[src/common/msg_pkg.sv]
// Purpose: constants and types shared by the message handler and its helpers
// Assumes: 125 MHz mclk
// Notes: command codes and register resets are the device's own values
package msg_pkg;
	localparam logic [7:0] cmd_set_cfg0    = 8'h81;
	localparam logic [7:0] cmd_get_cfg0    = 8'h82;
	localparam logic [7:0] cmd_set_cfg1    = 8'h83;
	localparam logic [7:0] cmd_get_cfg1    = 8'h84;
	localparam logic [7:0] cmd_status0     = 8'h85;
	localparam logic [7:0] cmd_status1     = 8'h86;
	localparam logic [7:0] cmd_set_cfg2    = 8'h87;
	localparam logic [7:0] cmd_get_cfg2    = 8'h88;
	localparam int         resp_bit        = 7;
	localparam int         ack_bit         = 6;
	localparam int         cfg0_rsvd_bit   = 7;
	localparam int         cfg0_pu_bit     = 6;
	localparam int         cfg0_sleep_bit  = 5;
	localparam int         cfg0_neut_bit   = 4;
	localparam int         cfg0_uvlo_bit   = 3;
	localparam int         cfg0_short_bit  = 2;
	localparam int         restart_bit     = 0;
	localparam logic [7:0] cfg0_reset      = 8'h00;
	localparam logic [7:0] cfg1_reset      = 8'h40;
	localparam logic [7:0] cfg2_reset      = 8'h00;
	localparam logic [7:0] rsvd_mask_cfg2  = 8'h1f;
	localparam int         clk_mhz         = 125;
	localparam int         timeout_ms      = 5;
	localparam int         timeout_cycles  = timeout_ms * 1000 * clk_mhz;
	localparam int         fifo_depth      = 8;
	localparam int         byte_w          = 8;
	typedef enum logic [2:0] {st_idle, st_cmd, st_wait_data, st_reply, st_reply_data} hstate_t;
endpackage : msg_pkg

[src/common/byte_if.sv]
// Purpose: valid/ready byte stream between handler modules
// Assumes: single clock domain
// Notes: source drives valid and data, sink drives ready
`timescale 1ns/1ps
interface byte_if #(parameter int width = 8);
	logic             valid;
	logic             ready;
	logic [width-1:0] data;
	modport source (output valid, output data, input ready);
	modport sink   (input valid, input data, output ready);
endinterface : byte_if

[src/rtl/byte_fifo.sv]
// Purpose: small synchronous fifo for outgoing bytes
// Assumes: depth is a power of two
// Notes: read data come from a register; out valid means that register holds a word
`timescale 1ns/1ps
module byte_fifo #(
	parameter int width = 8,
	parameter int depth = 8
) (
	// clock and reset
	input  wire logic mclk,
	input  wire logic sys_rst,
	input  wire logic clk_en,
	// streams
	byte_if.sink      wr,
	byte_if.source    rd
);
	localparam int aw = $clog2(depth);
	typedef struct packed {
		logic [aw:0]      wp;
		logic [aw:0]      rp;
		logic             ov;
		logic [width-1:0] od;
	} fstate_t;
	fstate_t          s_reg;
	fstate_t          s_next;
	logic [width-1:0] mem [depth];
	logic             empty;
	logic             full;
	logic             pop;

	assign empty    = (s_reg.wp == s_reg.rp);
	assign full     = (s_reg.wp[aw] != s_reg.rp[aw]) && (s_reg.wp[aw-1:0] == s_reg.rp[aw-1:0]);
	assign wr.ready = !full;
	assign rd.valid = s_reg.ov;
	assign rd.data  = s_reg.od;
	assign pop      = !empty && (!s_reg.ov || rd.ready);

	always_comb begin
		s_next = s_reg;
		if (wr.valid && !full)
			s_next.wp = s_reg.wp + 1'b1;
		if (rd.ready)
			s_next.ov = 1'b0;
		if (pop) begin
			s_next.od = mem[s_reg.rp[aw-1:0]];
			s_next.ov = 1'b1;
			s_next.rp = s_reg.rp + 1'b1;
		end
	end

	always_ff @(posedge mclk) begin
		if (clk_en && wr.valid && !full)
			mem[s_reg.wp[aw-1:0]] <= wr.data;
	end

	always_ff @(posedge mclk or posedge sys_rst) begin
		if (sys_rst)
			s_reg <= '0;
		else if (clk_en)
			s_reg <= s_next;
	end

	a_fifo_no_overrun: assert property (@(posedge mclk) disable iff (sys_rst)
		full && wr.valid |=> s_reg.wp == $past(s_reg.wp)) else $error("fifo accepts while full");
endmodule : byte_fifo

[src/rtl/fault_flags.sv]
// Purpose: sticky fault and restart flags with clear handling
// Assumes: fault inputs are levels synchronous to mclk
// Notes: a fault rising on a bit whose flag is clear raises a report request; clears keep bits whose fault persists
`timescale 1ns/1ps
module fault_flags #(
	parameter int width = 8
) (
	// clock and reset
	input  wire logic             mclk,
	input  wire logic             sys_rst,
	input  wire logic             clk_en,
	// faults and clears
	input  wire logic [width-1:0] fault_in,
	input  wire logic             set_extra,
	input  wire logic             clear,
	input  wire logic             clear_extra,
	// state
	output logic      [width-1:0] flags,
	output logic                  rise
);
	typedef struct packed {
		logic [width-1:0] f;
		logic [width-1:0] prev;
		logic             r;
	} ffstate_t;
	ffstate_t s_reg;
	ffstate_t s_next;

	assign flags = s_reg.f;
	assign rise  = s_reg.r;

	always_comb begin
		s_next      = s_reg;
		s_next.prev = fault_in;
		s_next.r    = |(fault_in & ~s_reg.prev & ~s_reg.f);
		for (int i = 0; i < width; i++) begin
			if (clear)
				s_next.f[i] = fault_in[i];
			if (fault_in[i])
				s_next.f[i] = 1'b1;
		end
		if (clear_extra && !set_extra)
			s_next.f[msg_pkg::restart_bit] = fault_in[msg_pkg::restart_bit];
		if (set_extra) begin
			s_next.f[msg_pkg::restart_bit] = 1'b1;
			s_next.r                       = 1'b1;
		end
	end

	always_ff @(posedge mclk or posedge sys_rst) begin
		if (sys_rst)
			s_reg <= '0;
		else if (clk_en)
			s_reg <= s_next;
	end

	a_flag_keeps_fault: assert property (@(posedge mclk) disable iff (sys_rst)
		clk_en && fault_in[0] |=> flags[0]) else $error("active fault not held");
endmodule : fault_flags

[src/rtl/motor_driver_message_handler.sv]
// Purpose: command interpreter and response generator for the single-wire port
// Assumes: byte framing done outside; bytes arrive as one-cycle strobes
// Notes: replies and unsolicited status leave through an 8-word fifo
`timescale 1ns/1ps
module motor_driver_message_handler #(
	parameter int timeout_cycles = msg_pkg::timeout_cycles,
	parameter int depth          = msg_pkg::fifo_depth
) (
	// clock, reset, enable
	input  wire logic       mclk,
	input  wire logic       sys_rst,
	input  wire logic       clk_en,
	// received bytes from the port layer
	input  wire logic       rx_valid,
	input  wire logic [7:0] rx_data,
	input  wire logic       rx_busy,
	// bytes to transmit
	output logic            tx_valid,
	output logic      [7:0] tx_data,
	input  wire logic       tx_ready,
	input  wire logic       tx_busy,
	// device state
	input  wire logic       chip_enable,
	input  wire logic       sleep_active,
	input  wire logic       restart_event,
	input  wire logic [7:0] fault_zero_in,
	input  wire logic [7:0] fault_one_in,
	// configuration outputs
	output logic            pullup_disconnect,
	output logic            sleep_select,
	output logic            neutral_sim_en,
	output logic            uvlo_disable,
	output logic            short_detect_disable,
	output logic      [1:0] oc_threshold,
	output logic      [7:0] current_ref,
	output logic      [7:0] driver_timing,
	// flag views
	output logic      [7:0] fault_flags_zero,
	output logic      [7:0] fault_flags_one
);
	localparam int tw = $clog2(timeout_cycles + 1);
	typedef struct packed {
		msg_pkg::hstate_t st;
		logic [7:0]       cmd;
		logic [7:0]       dat;
		logic             ack;
		logic             has_data;
		logic [7:0]       rdata;
		logic [tw-1:0]    tmr;
		logic [7:0]       driver_config_zero;
		logic [7:0]       cfg1;
		logic [7:0]       cfg2;
		logic             pend0;
		logic             pend1;
		logic             uns_sel;
		logic             uns_second;
		logic             ce_prev;
		logic             clr0;
		logic             clr1;
		logic             clr_restart;
		logic             toggle_clr;
	} hstate_all_t;
	hstate_all_t s_reg;
	hstate_all_t s_next;
	byte_if #(.width(msg_pkg::byte_w)) push ();
	byte_if #(.width(msg_pkg::byte_w)) pull ();
	logic       rise0;
	logic       rise1;
	logic       needs_data;
	logic       line_quiet;

	byte_fifo #(.width(msg_pkg::byte_w), .depth(depth)) u_fifo (
		.mclk    (mclk),
		.sys_rst (sys_rst),
		.clk_en  (clk_en),
		.wr      (push.sink),
		.rd      (pull.source)
	);

	fault_flags #(.width(8)) u_flags0 (
		.mclk        (mclk),
		.sys_rst     (sys_rst),
		.clk_en      (clk_en),
		.fault_in    (fault_zero_in),
		.set_extra   (1'b0),
		.clear       (s_reg.clr0 || s_reg.toggle_clr),
		.clear_extra (1'b0),
		.flags       (fault_flags_zero),
		.rise        (rise0)
	);

	fault_flags #(.width(8)) u_flags1 (
		.mclk        (mclk),
		.sys_rst     (sys_rst),
		.clk_en      (clk_en),
		.fault_in    (fault_one_in),
		.set_extra   (restart_event),
		.clear       (s_reg.clr1 || s_reg.toggle_clr),
		.clear_extra (s_reg.clr_restart),
		.flags       (fault_flags_one),
		.rise        (rise1)
	);

	assign tx_valid  = pull.valid;
	assign tx_data   = pull.data;
	assign pull.ready = tx_ready;
	assign line_quiet = !rx_busy && !tx_busy && !pull.valid && s_reg.st == msg_pkg::st_idle;

	// config zero fields; sleep select forces disconnect
	assign pullup_disconnect    = !s_reg.driver_config_zero[msg_pkg::cfg0_pu_bit]
	                              || s_reg.driver_config_zero[msg_pkg::cfg0_sleep_bit];
	assign sleep_select         = s_reg.driver_config_zero[msg_pkg::cfg0_sleep_bit];
	assign neutral_sim_en       = s_reg.driver_config_zero[msg_pkg::cfg0_neut_bit];
	assign uvlo_disable         = s_reg.driver_config_zero[msg_pkg::cfg0_uvlo_bit];
	assign short_detect_disable = s_reg.driver_config_zero[msg_pkg::cfg0_short_bit];
	assign oc_threshold         = s_reg.driver_config_zero[1:0];
	assign current_ref          = s_reg.cfg1;
	assign driver_timing        = s_reg.cfg2;

	always_comb begin
		needs_data = (rx_data == msg_pkg::cmd_set_cfg0) || (rx_data == msg_pkg::cmd_set_cfg1)
		             || (rx_data == msg_pkg::cmd_set_cfg2);
	end

	always_comb begin
		s_next             = s_reg;
		s_next.clr0        = 1'b0;
		s_next.clr1        = 1'b0;
		s_next.clr_restart = 1'b0;
		s_next.ce_prev     = chip_enable;
		s_next.toggle_clr  = chip_enable && !s_reg.ce_prev;
		push.valid         = 1'b0;
		push.data          = 8'h00;
		if (rise0)
			s_next.pend0 = 1'b1;
		if (rise1)
			s_next.pend1 = 1'b1;
		case (s_reg.st)
			msg_pkg::st_idle: begin
				if (rx_valid && !chip_enable) begin
					s_next.cmd = rx_data;
					s_next.tmr = '0;
					if (needs_data)
						s_next.st = msg_pkg::st_wait_data;
					else
						s_next.st = msg_pkg::st_cmd;
				end else if (line_quiet && !chip_enable && !s_reg.uns_second && (s_reg.pend0 || s_reg.pend1)) begin
					// unsolicited status: command code then flag byte
					s_next.uns_sel = !s_reg.pend0;
					push.valid     = 1'b1;
					push.data      = s_reg.pend0 ? msg_pkg::cmd_status0 : msg_pkg::cmd_status1;
					if (push.ready)
						s_next.uns_second = 1'b1;
				end else if (s_reg.uns_second) begin
					push.valid = 1'b1;
					push.data  = s_reg.uns_sel ? fault_flags_one : fault_flags_zero;
					if (push.ready) begin
						s_next.uns_second = 1'b0;
						if (s_reg.uns_sel)
							s_next.pend1 = rise1;
						else
							s_next.pend0 = rise0;
					end
				end
			end
			msg_pkg::st_wait_data: begin
				s_next.tmr = s_reg.tmr + 1'b1;
				if (rx_valid) begin
					s_next.dat = rx_data;
					s_next.st  = msg_pkg::st_cmd;
				end else if (s_reg.tmr >= tw'(timeout_cycles - 1)) begin
					s_next.ack      = 1'b0;
					s_next.has_data = 1'b0;
					s_next.st       = msg_pkg::st_reply;
				end
			end
			msg_pkg::st_cmd: begin
				s_next.ack      = 1'b1;
				s_next.has_data = 1'b0;
				s_next.rdata    = 8'h00;
				s_next.st       = msg_pkg::st_reply;
				if (s_reg.cmd[6:5] != 2'b00 || !s_reg.cmd[7])
					s_next.ack = 1'b0;
				else case (s_reg.cmd)
					msg_pkg::cmd_set_cfg0: begin
						if (s_reg.dat[msg_pkg::cfg0_rsvd_bit])
							s_next.ack = 1'b0;
						else
							s_next.driver_config_zero = s_reg.dat;
					end
					msg_pkg::cmd_set_cfg1: s_next.cfg1 = s_reg.dat;
					msg_pkg::cmd_set_cfg2: s_next.cfg2 = s_reg.dat & msg_pkg::rsvd_mask_cfg2;
					msg_pkg::cmd_get_cfg0: begin
						s_next.has_data = 1'b1;
						s_next.rdata    = s_reg.driver_config_zero;
						if (sleep_active)
							s_next.rdata[msg_pkg::cfg0_pu_bit] = 1'b0;
					end
					msg_pkg::cmd_get_cfg1: begin
						s_next.has_data = 1'b1;
						s_next.rdata    = s_reg.cfg1;
					end
					msg_pkg::cmd_get_cfg2: begin
						s_next.has_data = 1'b1;
						s_next.rdata    = s_reg.cfg2;
					end
					msg_pkg::cmd_status0: begin
						s_next.has_data = 1'b1;
						s_next.rdata    = fault_flags_zero;
						s_next.clr0     = 1'b1;
					end
					msg_pkg::cmd_status1: begin
						s_next.has_data    = 1'b1;
						s_next.rdata       = fault_flags_one;
						s_next.clr1        = 1'b1;
						s_next.clr_restart = 1'b1;
					end
					default: s_next.ack = 1'b0;
				endcase
			end
			msg_pkg::st_reply: begin
				push.valid = 1'b1;
				push.data  = {1'b0, s_reg.ack, s_reg.cmd[5:0]};
				if (push.ready)
					s_next.st = s_reg.has_data ? msg_pkg::st_reply_data : msg_pkg::st_idle;
			end
			msg_pkg::st_reply_data: begin
				push.valid = 1'b1;
				push.data  = s_reg.rdata;
				if (push.ready)
					s_next.st = msg_pkg::st_idle;
			end
			default: s_next.st = msg_pkg::st_idle;
		endcase
	end

	always_ff @(posedge mclk or posedge sys_rst) begin
		if (sys_rst) begin
			s_reg                    <= '0;
			s_reg.st                 <= msg_pkg::st_idle;
			s_reg.driver_config_zero <= msg_pkg::cfg0_reset;
			s_reg.cfg1               <= msg_pkg::cfg1_reset;
			s_reg.cfg2               <= msg_pkg::cfg2_reset;
			// no false enable edge right after reset, whatever the pin level
			s_reg.ce_prev            <= 1'b1;
		end else if (clk_en) begin
			s_reg <= s_next;
		end
	end

	// protocol checks
	a_reply_bit_clear: assert property (@(posedge mclk) disable iff (sys_rst)
		s_reg.st == msg_pkg::st_reply |-> push.data[msg_pkg::resp_bit] == 1'b0)
		else $error("response bit7 set");
	a_reply_echo: assert property (@(posedge mclk) disable iff (sys_rst)
		s_reg.st == msg_pkg::st_reply |-> push.data[4:0] == s_reg.cmd[4:0])
		else $error("echo mismatch");
	a_timeout_nack: assert property (@(posedge mclk) disable iff (sys_rst)
		clk_en && s_reg.st == msg_pkg::st_wait_data && !rx_valid && s_reg.tmr == tw'(timeout_cycles - 1)
		|=> s_reg.st == msg_pkg::st_reply && !s_reg.ack) else $error("timeout not nacked");
	a_cfg0_write: assert property (@(posedge mclk) disable iff (sys_rst)
		clk_en && s_reg.st == msg_pkg::st_cmd && s_reg.cmd == msg_pkg::cmd_set_cfg0 && !s_reg.dat[7]
		|=> s_reg.driver_config_zero == $past(s_reg.dat)) else $error("cfg0 not written");
	a_cfg0_reserved: assert property (@(posedge mclk) disable iff (sys_rst)
		clk_en && s_reg.st == msg_pkg::st_cmd && s_reg.cmd == msg_pkg::cmd_set_cfg0 && s_reg.dat[7]
		|=> !s_reg.ack && $stable(s_reg.driver_config_zero)) else $error("reserved cfg0 write taken");
	a_cfg0_read: assert property (@(posedge mclk) disable iff (sys_rst)
		clk_en && s_reg.st == msg_pkg::st_cmd && s_reg.cmd == msg_pkg::cmd_get_cfg0
		|=> s_reg.ack && s_reg.rdata[5:0] == s_reg.driver_config_zero[5:0]) else $error("cfg0 read wrong");
	a_cfg1_write: assert property (@(posedge mclk) disable iff (sys_rst)
		clk_en && s_reg.st == msg_pkg::st_cmd && s_reg.cmd == msg_pkg::cmd_set_cfg1
		|=> !s_reg.has_data && s_reg.cfg1 == $past(s_reg.dat)) else $error("cfg1 not written");
	a_cfg1_read: assert property (@(posedge mclk) disable iff (sys_rst)
		clk_en && s_reg.st == msg_pkg::st_cmd && s_reg.cmd == msg_pkg::cmd_get_cfg1
		|=> s_reg.has_data && s_reg.rdata == s_reg.cfg1) else $error("cfg1 read wrong");
	a_cfg2_reserved: assert property (@(posedge mclk) disable iff (sys_rst)
		driver_timing[7:5] == 3'b000)
		else $error("cfg2 reserved bits set");
	a_unknown_nack: assert property (@(posedge mclk) disable iff (sys_rst)
		clk_en && s_reg.st == msg_pkg::st_cmd && s_reg.cmd[4:0] == 5'h1f
		|=> !s_reg.ack) else $error("bad cmd acked");
	a_bad_format_nack: assert property (@(posedge mclk) disable iff (sys_rst)
		clk_en && s_reg.st == msg_pkg::st_cmd && (s_reg.cmd[6:5] != 2'b00 || !s_reg.cmd[7])
		|=> !s_reg.ack) else $error("malformed cmd acked");
	a_sleep_disconnect: assert property (@(posedge mclk) disable iff (sys_rst)
		clk_en && s_reg.st == msg_pkg::st_cmd && s_reg.cmd == msg_pkg::cmd_set_cfg0 && s_reg.dat[7:5] == 3'b011
		|=> sleep_select && pullup_disconnect) else $error("sleep without disconnect");
	a_enable_high_ignore: assert property (@(posedge mclk) disable iff (sys_rst)
		clk_en && s_reg.st == msg_pkg::st_idle && rx_valid && chip_enable |=> s_reg.st == msg_pkg::st_idle)
		else $error("command taken with enable high");
	a_restart_clear: assert property (@(posedge mclk) disable iff (sys_rst)
		clk_en && s_reg.st == msg_pkg::st_cmd && s_reg.cmd == msg_pkg::cmd_status1
		##1 clk_en && !restart_event && !fault_one_in[0] |=> !fault_flags_one[0]) else $error("restart flag kept");
	a_status0_data: assert property (@(posedge mclk) disable iff (sys_rst)
		clk_en && s_reg.st == msg_pkg::st_cmd && s_reg.cmd == msg_pkg::cmd_status0
		|=> s_reg.has_data && s_reg.rdata == $past(fault_flags_zero)) else $error("status0 data wrong");
	a_status1_data: assert property (@(posedge mclk) disable iff (sys_rst)
		clk_en && s_reg.st == msg_pkg::st_cmd && s_reg.cmd == msg_pkg::cmd_status1
		|=> s_reg.has_data && s_reg.rdata == $past(fault_flags_one)) else $error("status1 data wrong");
	a_fault_report: assert property (@(posedge mclk) disable iff (sys_rst)
		clk_en && rise0
		|=> s_reg.pend0) else $error("new fault not queued");
	a_enable_toggle_clear: assert property (@(posedge mclk) disable iff (sys_rst)
		clk_en && chip_enable && !s_reg.ce_prev ##1 clk_en && fault_zero_in == 8'h00
		|=> fault_flags_zero == 8'h00) else $error("enable toggle did not clear");
	a_unsol_quiet: assert property (@(posedge mclk) disable iff (sys_rst)
		s_reg.st == msg_pkg::st_idle && push.valid && !s_reg.uns_second
		|-> !rx_busy && !tx_busy && !chip_enable) else $error("unsolicited on busy line");
	a_data_follows: assert property (@(posedge mclk) disable iff (sys_rst)
		clk_en && s_reg.st == msg_pkg::st_reply && s_reg.has_data && push.ready
		|=> s_reg.st == msg_pkg::st_reply_data) else $error("data byte missing");
	c_write_cfg0: cover property (@(posedge mclk) s_reg.st == msg_pkg::st_cmd && s_reg.cmd == msg_pkg::cmd_set_cfg0);
	c_read_status1: cover property (@(posedge mclk) s_reg.st == msg_pkg::st_reply_data && s_reg.cmd == msg_pkg::cmd_status1);
	c_timeout: cover property (@(posedge mclk) s_reg.st == msg_pkg::st_wait_data ##1 s_reg.st == msg_pkg::st_reply);
	c_unsolicited: cover property (@(posedge mclk) s_reg.uns_second && push.ready);
	c_enable_clear: cover property (@(posedge mclk) s_reg.toggle_clr);
endmodule : motor_driver_message_handler

[config.mk]
export PLATFORM = sky130hd
export DESIGN_NAME = motor_driver_message_handler
export DESIGN_NICKNAME = d
export VERILOG_FILES = /design/src/common/msg_pkg.sv /design/src/common/byte_if.sv /design/src/rtl/byte_fifo.sv /design/src/rtl/fault_flags.sv /design/src/rtl/motor_driver_message_handler.sv
export SDC_FILE = /design/constraint.sdc
export NUM_CORES = 1
export LEC_CHECK = 0
export BUFFER_PORTS_ARGS = -buffer_cell sky130_fd_sc_hd__buf_4
export CORE_AREA = 2 2 132 134
export CTS_CLUSTER_DIAMETER = 30
export DETAILED_ROUTE_END_ITERATION = 12
export DIE_AREA = 0 0 134 136
export PLACE_DENSITY_LB_ADDON = 0.05
export REMOVE_ABC_BUFFERS = 1
export SETUP_SLACK_MARGIN = 0.4
export SYNTH_ARGS = -nofsm -noshare
export SYNTH_HDL_FRONTEND = slang
export SYNTH_SLANG_ARGS = --single-unit
[constraint.sdc]
create_clock -name mclk -period 3.6 [get_ports mclk]
set_input_delay 0.36 -clock mclk [delete_from_list [all_inputs] [get_ports mclk]]
set_output_delay 0.36 -clock mclk [all_outputs]
set_load 0.03 [all_outputs]
==> reports/results.tsv <==
stage	metric	value	unit
yosys	synth_ff_type	dfrtp_1	
place	gp_congestion	0.8481	
power	switching_share	0.3406	
worst_setup_path	crit_chain	nand4bb_1 -> nor2_4 -> nand2_2 -> or4_1 -> mux2_4	
power	p_seq_frac	0.449	
flow_run	drv_cap	0	
clock_network	path_clk_slew	70	ps
global_route	grt_pass1_wl	31190	µm
global_route	grt_pass1_vias	5648	
clock_network	cts_repair_resize_count	0	
power	p_clk_frac	0.268	
power	vdd_drop_max	0.3906	mV
yosys	synth.most_common_cell	dfrtp_1	
yosys	synth_top_area_share	0.3523	
worst_setup_path	rr_startpoint	s_reg[80]	
global_route	overflow	0	
detailed_routing	wl_per_cell	19.74	µm
clock_network	clk_latency	430	ps
finish	final_nets	788	
yosys	synthTopCellsByArea	dfrtp_1 35%, edfxtp_1 21%, mux2_2 6.8%	
yosys	yosysSeqAreaShare	0.5729	
worst_setup_path	cpPeakStageDelay	680	ps
floorplanning	row_count	48	
timing	finalSetupTns	0	ps
timing	drv_slew	0	
floorplanning	io_pins	82	
clock_network	cts_buffers	17	
power	internal_power	4.617	mW
yosys	async_reset_ff_frac	0.6667	
power	power	7.001	mW
status	status	complete, no violations	
detailed_routing	post_drt_via_cell_ratio	5.737	
place	post-place-ws	826.9	ps
timing	finalHoldViolations	0	
detailed_routing	wirelength	19520	µm
finish	nFillCells	1375	
worst_setup_path	crit_slowest_cell	or4_1	
clock_network	root_buffer	clkbuf_16	
power	p_per_area	690.4	nW/µm²
timing	finalCritPeriodShare	0.7708	
global_route	globalRouteTotalUtil	0.2259	
power	switchingPower	2.385	mW
detailed_routing	via_count	5674	
floorplanning	die_height	136	µm
timing	maxSlewHeadroom	0.4735	
power	p_comb_frac	0.282	
global_route	antenna_found_initial	0	
worst_setup_path	crit_path_end_kind	register	
timing	setup_slack	825.1	ps
floorplanning	die_w	134	µm
worst_setup_path	startpoint_type	register	
yosys	netlist_area	8950	µm²
finish	syn_to_final_growth	13.31	%
timing	rsz0062_at_grt	false	
floorplanning	initial_core_util	0.5303	
finish	diodes	0	
timing	setup_viol	0	
yosys	synth_commonest_cells	126 x dfrtp_1, 64 x edfxtp_1, 54 x mux2_2, 42 x buf_4, 35 x nor2_1	
place	port_buffers	78	
min_path	hold_class	in2reg	
yosys	yosysTopAreaCell	dfrtp_1	
timing	skew	7.912	ps
worst_setup_path	required	3920	ps
place	dpl.hpwl	13780	µm
timing	max_freq	0.3604	GHz
timing	min_period	2775	ps
detailed_routing	drcViolationCount	0	
yosys	synth_cells	705	
finish	largest_register_ffs	64	
yosys	ys_types	66	
finish	drive_gt1_frac	0.2866	
timing	tightestPinTransition	788.9	ps
worst_setup_path	cp_max_fo	17	
worst_setup_path	crit_type	reg2reg	
yosys	ys_seq_elements	192	
worst_setup_path	worstSetupStartpoint	s_reg[80]	
clock_network	cts.sink_count	192	
yosys	syn_area_per_cell	12.69	µm²
detailed_routing	first_pass_iters	4	
global_route	grt_max_degree	90	
min_path	hold_start	rx_data[2]	
clock_network	clock_path_buffers	2	
yosys	synth_warnings	0	
detailed_routing	drt.antenna.violating_nets	0	
detailed_routing	drtIter0Drc	332	
finish	multi_input_area	3306	µm²
clock_network	htreeDepth	4	
floorplanning	die_area	18220	µm²
power	leakage	4.117	nW
floorplanning	core	16880	µm²
finish	regArea	5127	µm²
clock_network	cts_tree	yes	
yosys	synth_edf_count	64	
worst_setup_path	cp_data_arrival_time	3100	ps
-- power groups by stage --
stage / logic [mW] / registers, mW / clock network [mW]
finish: 1.98 / 3.15 / 1.88
global route: 2.17 / 3.20 / 2.00
CTS: 2.00 / 3.15 / 1.91
detailed placement: 1.99 / 3.19 / 0
global placement: 1.95 / 3.17 / 0
floorplan: 1.11 / 3.30 / 0
-- worst paths after layout --
path                            slack [ps]  cells past startpoint                 to
worst max register to register         830                      5          s_reg[31]
worst min-delay path                   160                      3          s_reg[73]
max in group asynchronous             2200                      4          s_reg[40]
worst max-delay path                   830                      5          s_reg[31]
worst min register to register         490                      2          s_reg[56]
min in group asynchronous              540                      3  u_flags0.s_reg[3]
-- cell usage in the layout (no fill, tap or decap), types with 5 or more instances in the layout --
cell,n
mux2_2,54
mux4_2,16
xnor2_1,19
or3_1,7
buf_4,97
a22o_1,13
nor3_1,19
dfrtp_1,126
nand2_1,33
a22oi_1,13
nand2b_1,9
o32ai_1,5
mux2_4,7
nor2_1,35
mux2i_1,18
edfxtp_1,64
a21oi_1,23
o31ai_1,8
clkbuf_16,17
inv_1,20
nor4_1,6
a211oi_1,6
o21ai_0,30
nand3_1,12
a21boi_0,5
nor3b_1,13
xor2_1,5
-- worst max-delay path, delay by kind of cell, from the launching register on --
family,cells,cell delay [ps]
flip-flops,1,580
multiplexers,1,380
AND/OR/NAND/NOR,4,1710
-- per-layer routing --
layer  track usage  share of wire
met5             0              0
met2        0.3570           0.48
met1        0.3277           0.47
met4       0.06087          0.011
met3       0.03729          0.036
-- cell type report --
class	count	area share
clock buffer	19	0.04269
clock inverter	13	0.01518
inverter	21	0.008020
multi-input combinational	420	0.3260
sequential	192	0.5056
tap	225	0.02776
timing repair buffer	99	0.07477
-- stage by stage --
step                      utilization  hold WS, ps  cell area (µm²)  instances
after floorplan                     -        434.0             8507        633
after global placement         0.5655        433.1             9544        956
after detailed placement       0.5655        445.3             9544        956
after CTS                      0.6009        140.9            10140        989
after global routing           0.6009        160.5            10140        989
final                          0.6009        157.4            10140        989
-- cell families (layout without fill, tap and decap cells) --
group / Yosys count / in the layout / share of synthesized area
and+or+nand+nor: 166 / 166 / 0.1012
AOI/OAI and AO/OA: 129 / 129 / 0.09856
xor gates and xnor gates: 24 / 24 / 0.02349
DFF: 192 / 192 / 0.5729
buffers and inverters: 95 / 152 / 0.05914
other: 1 / 3 / 0.0004190
muxes: 95 / 95 / 0.1401
adders and majority gates: 3 / 3 / 0.004194
-- repair_timing --
item / 4_1_cts / 5_1_grt
endpoints found under the hold margin: 38 / 0
buffers inserted: 0 / 0
endpoints found under the setup margin: 0 / 0
hold buffers: 1 / 0
No activity file was read; power rests on OpenSTA's default activity.
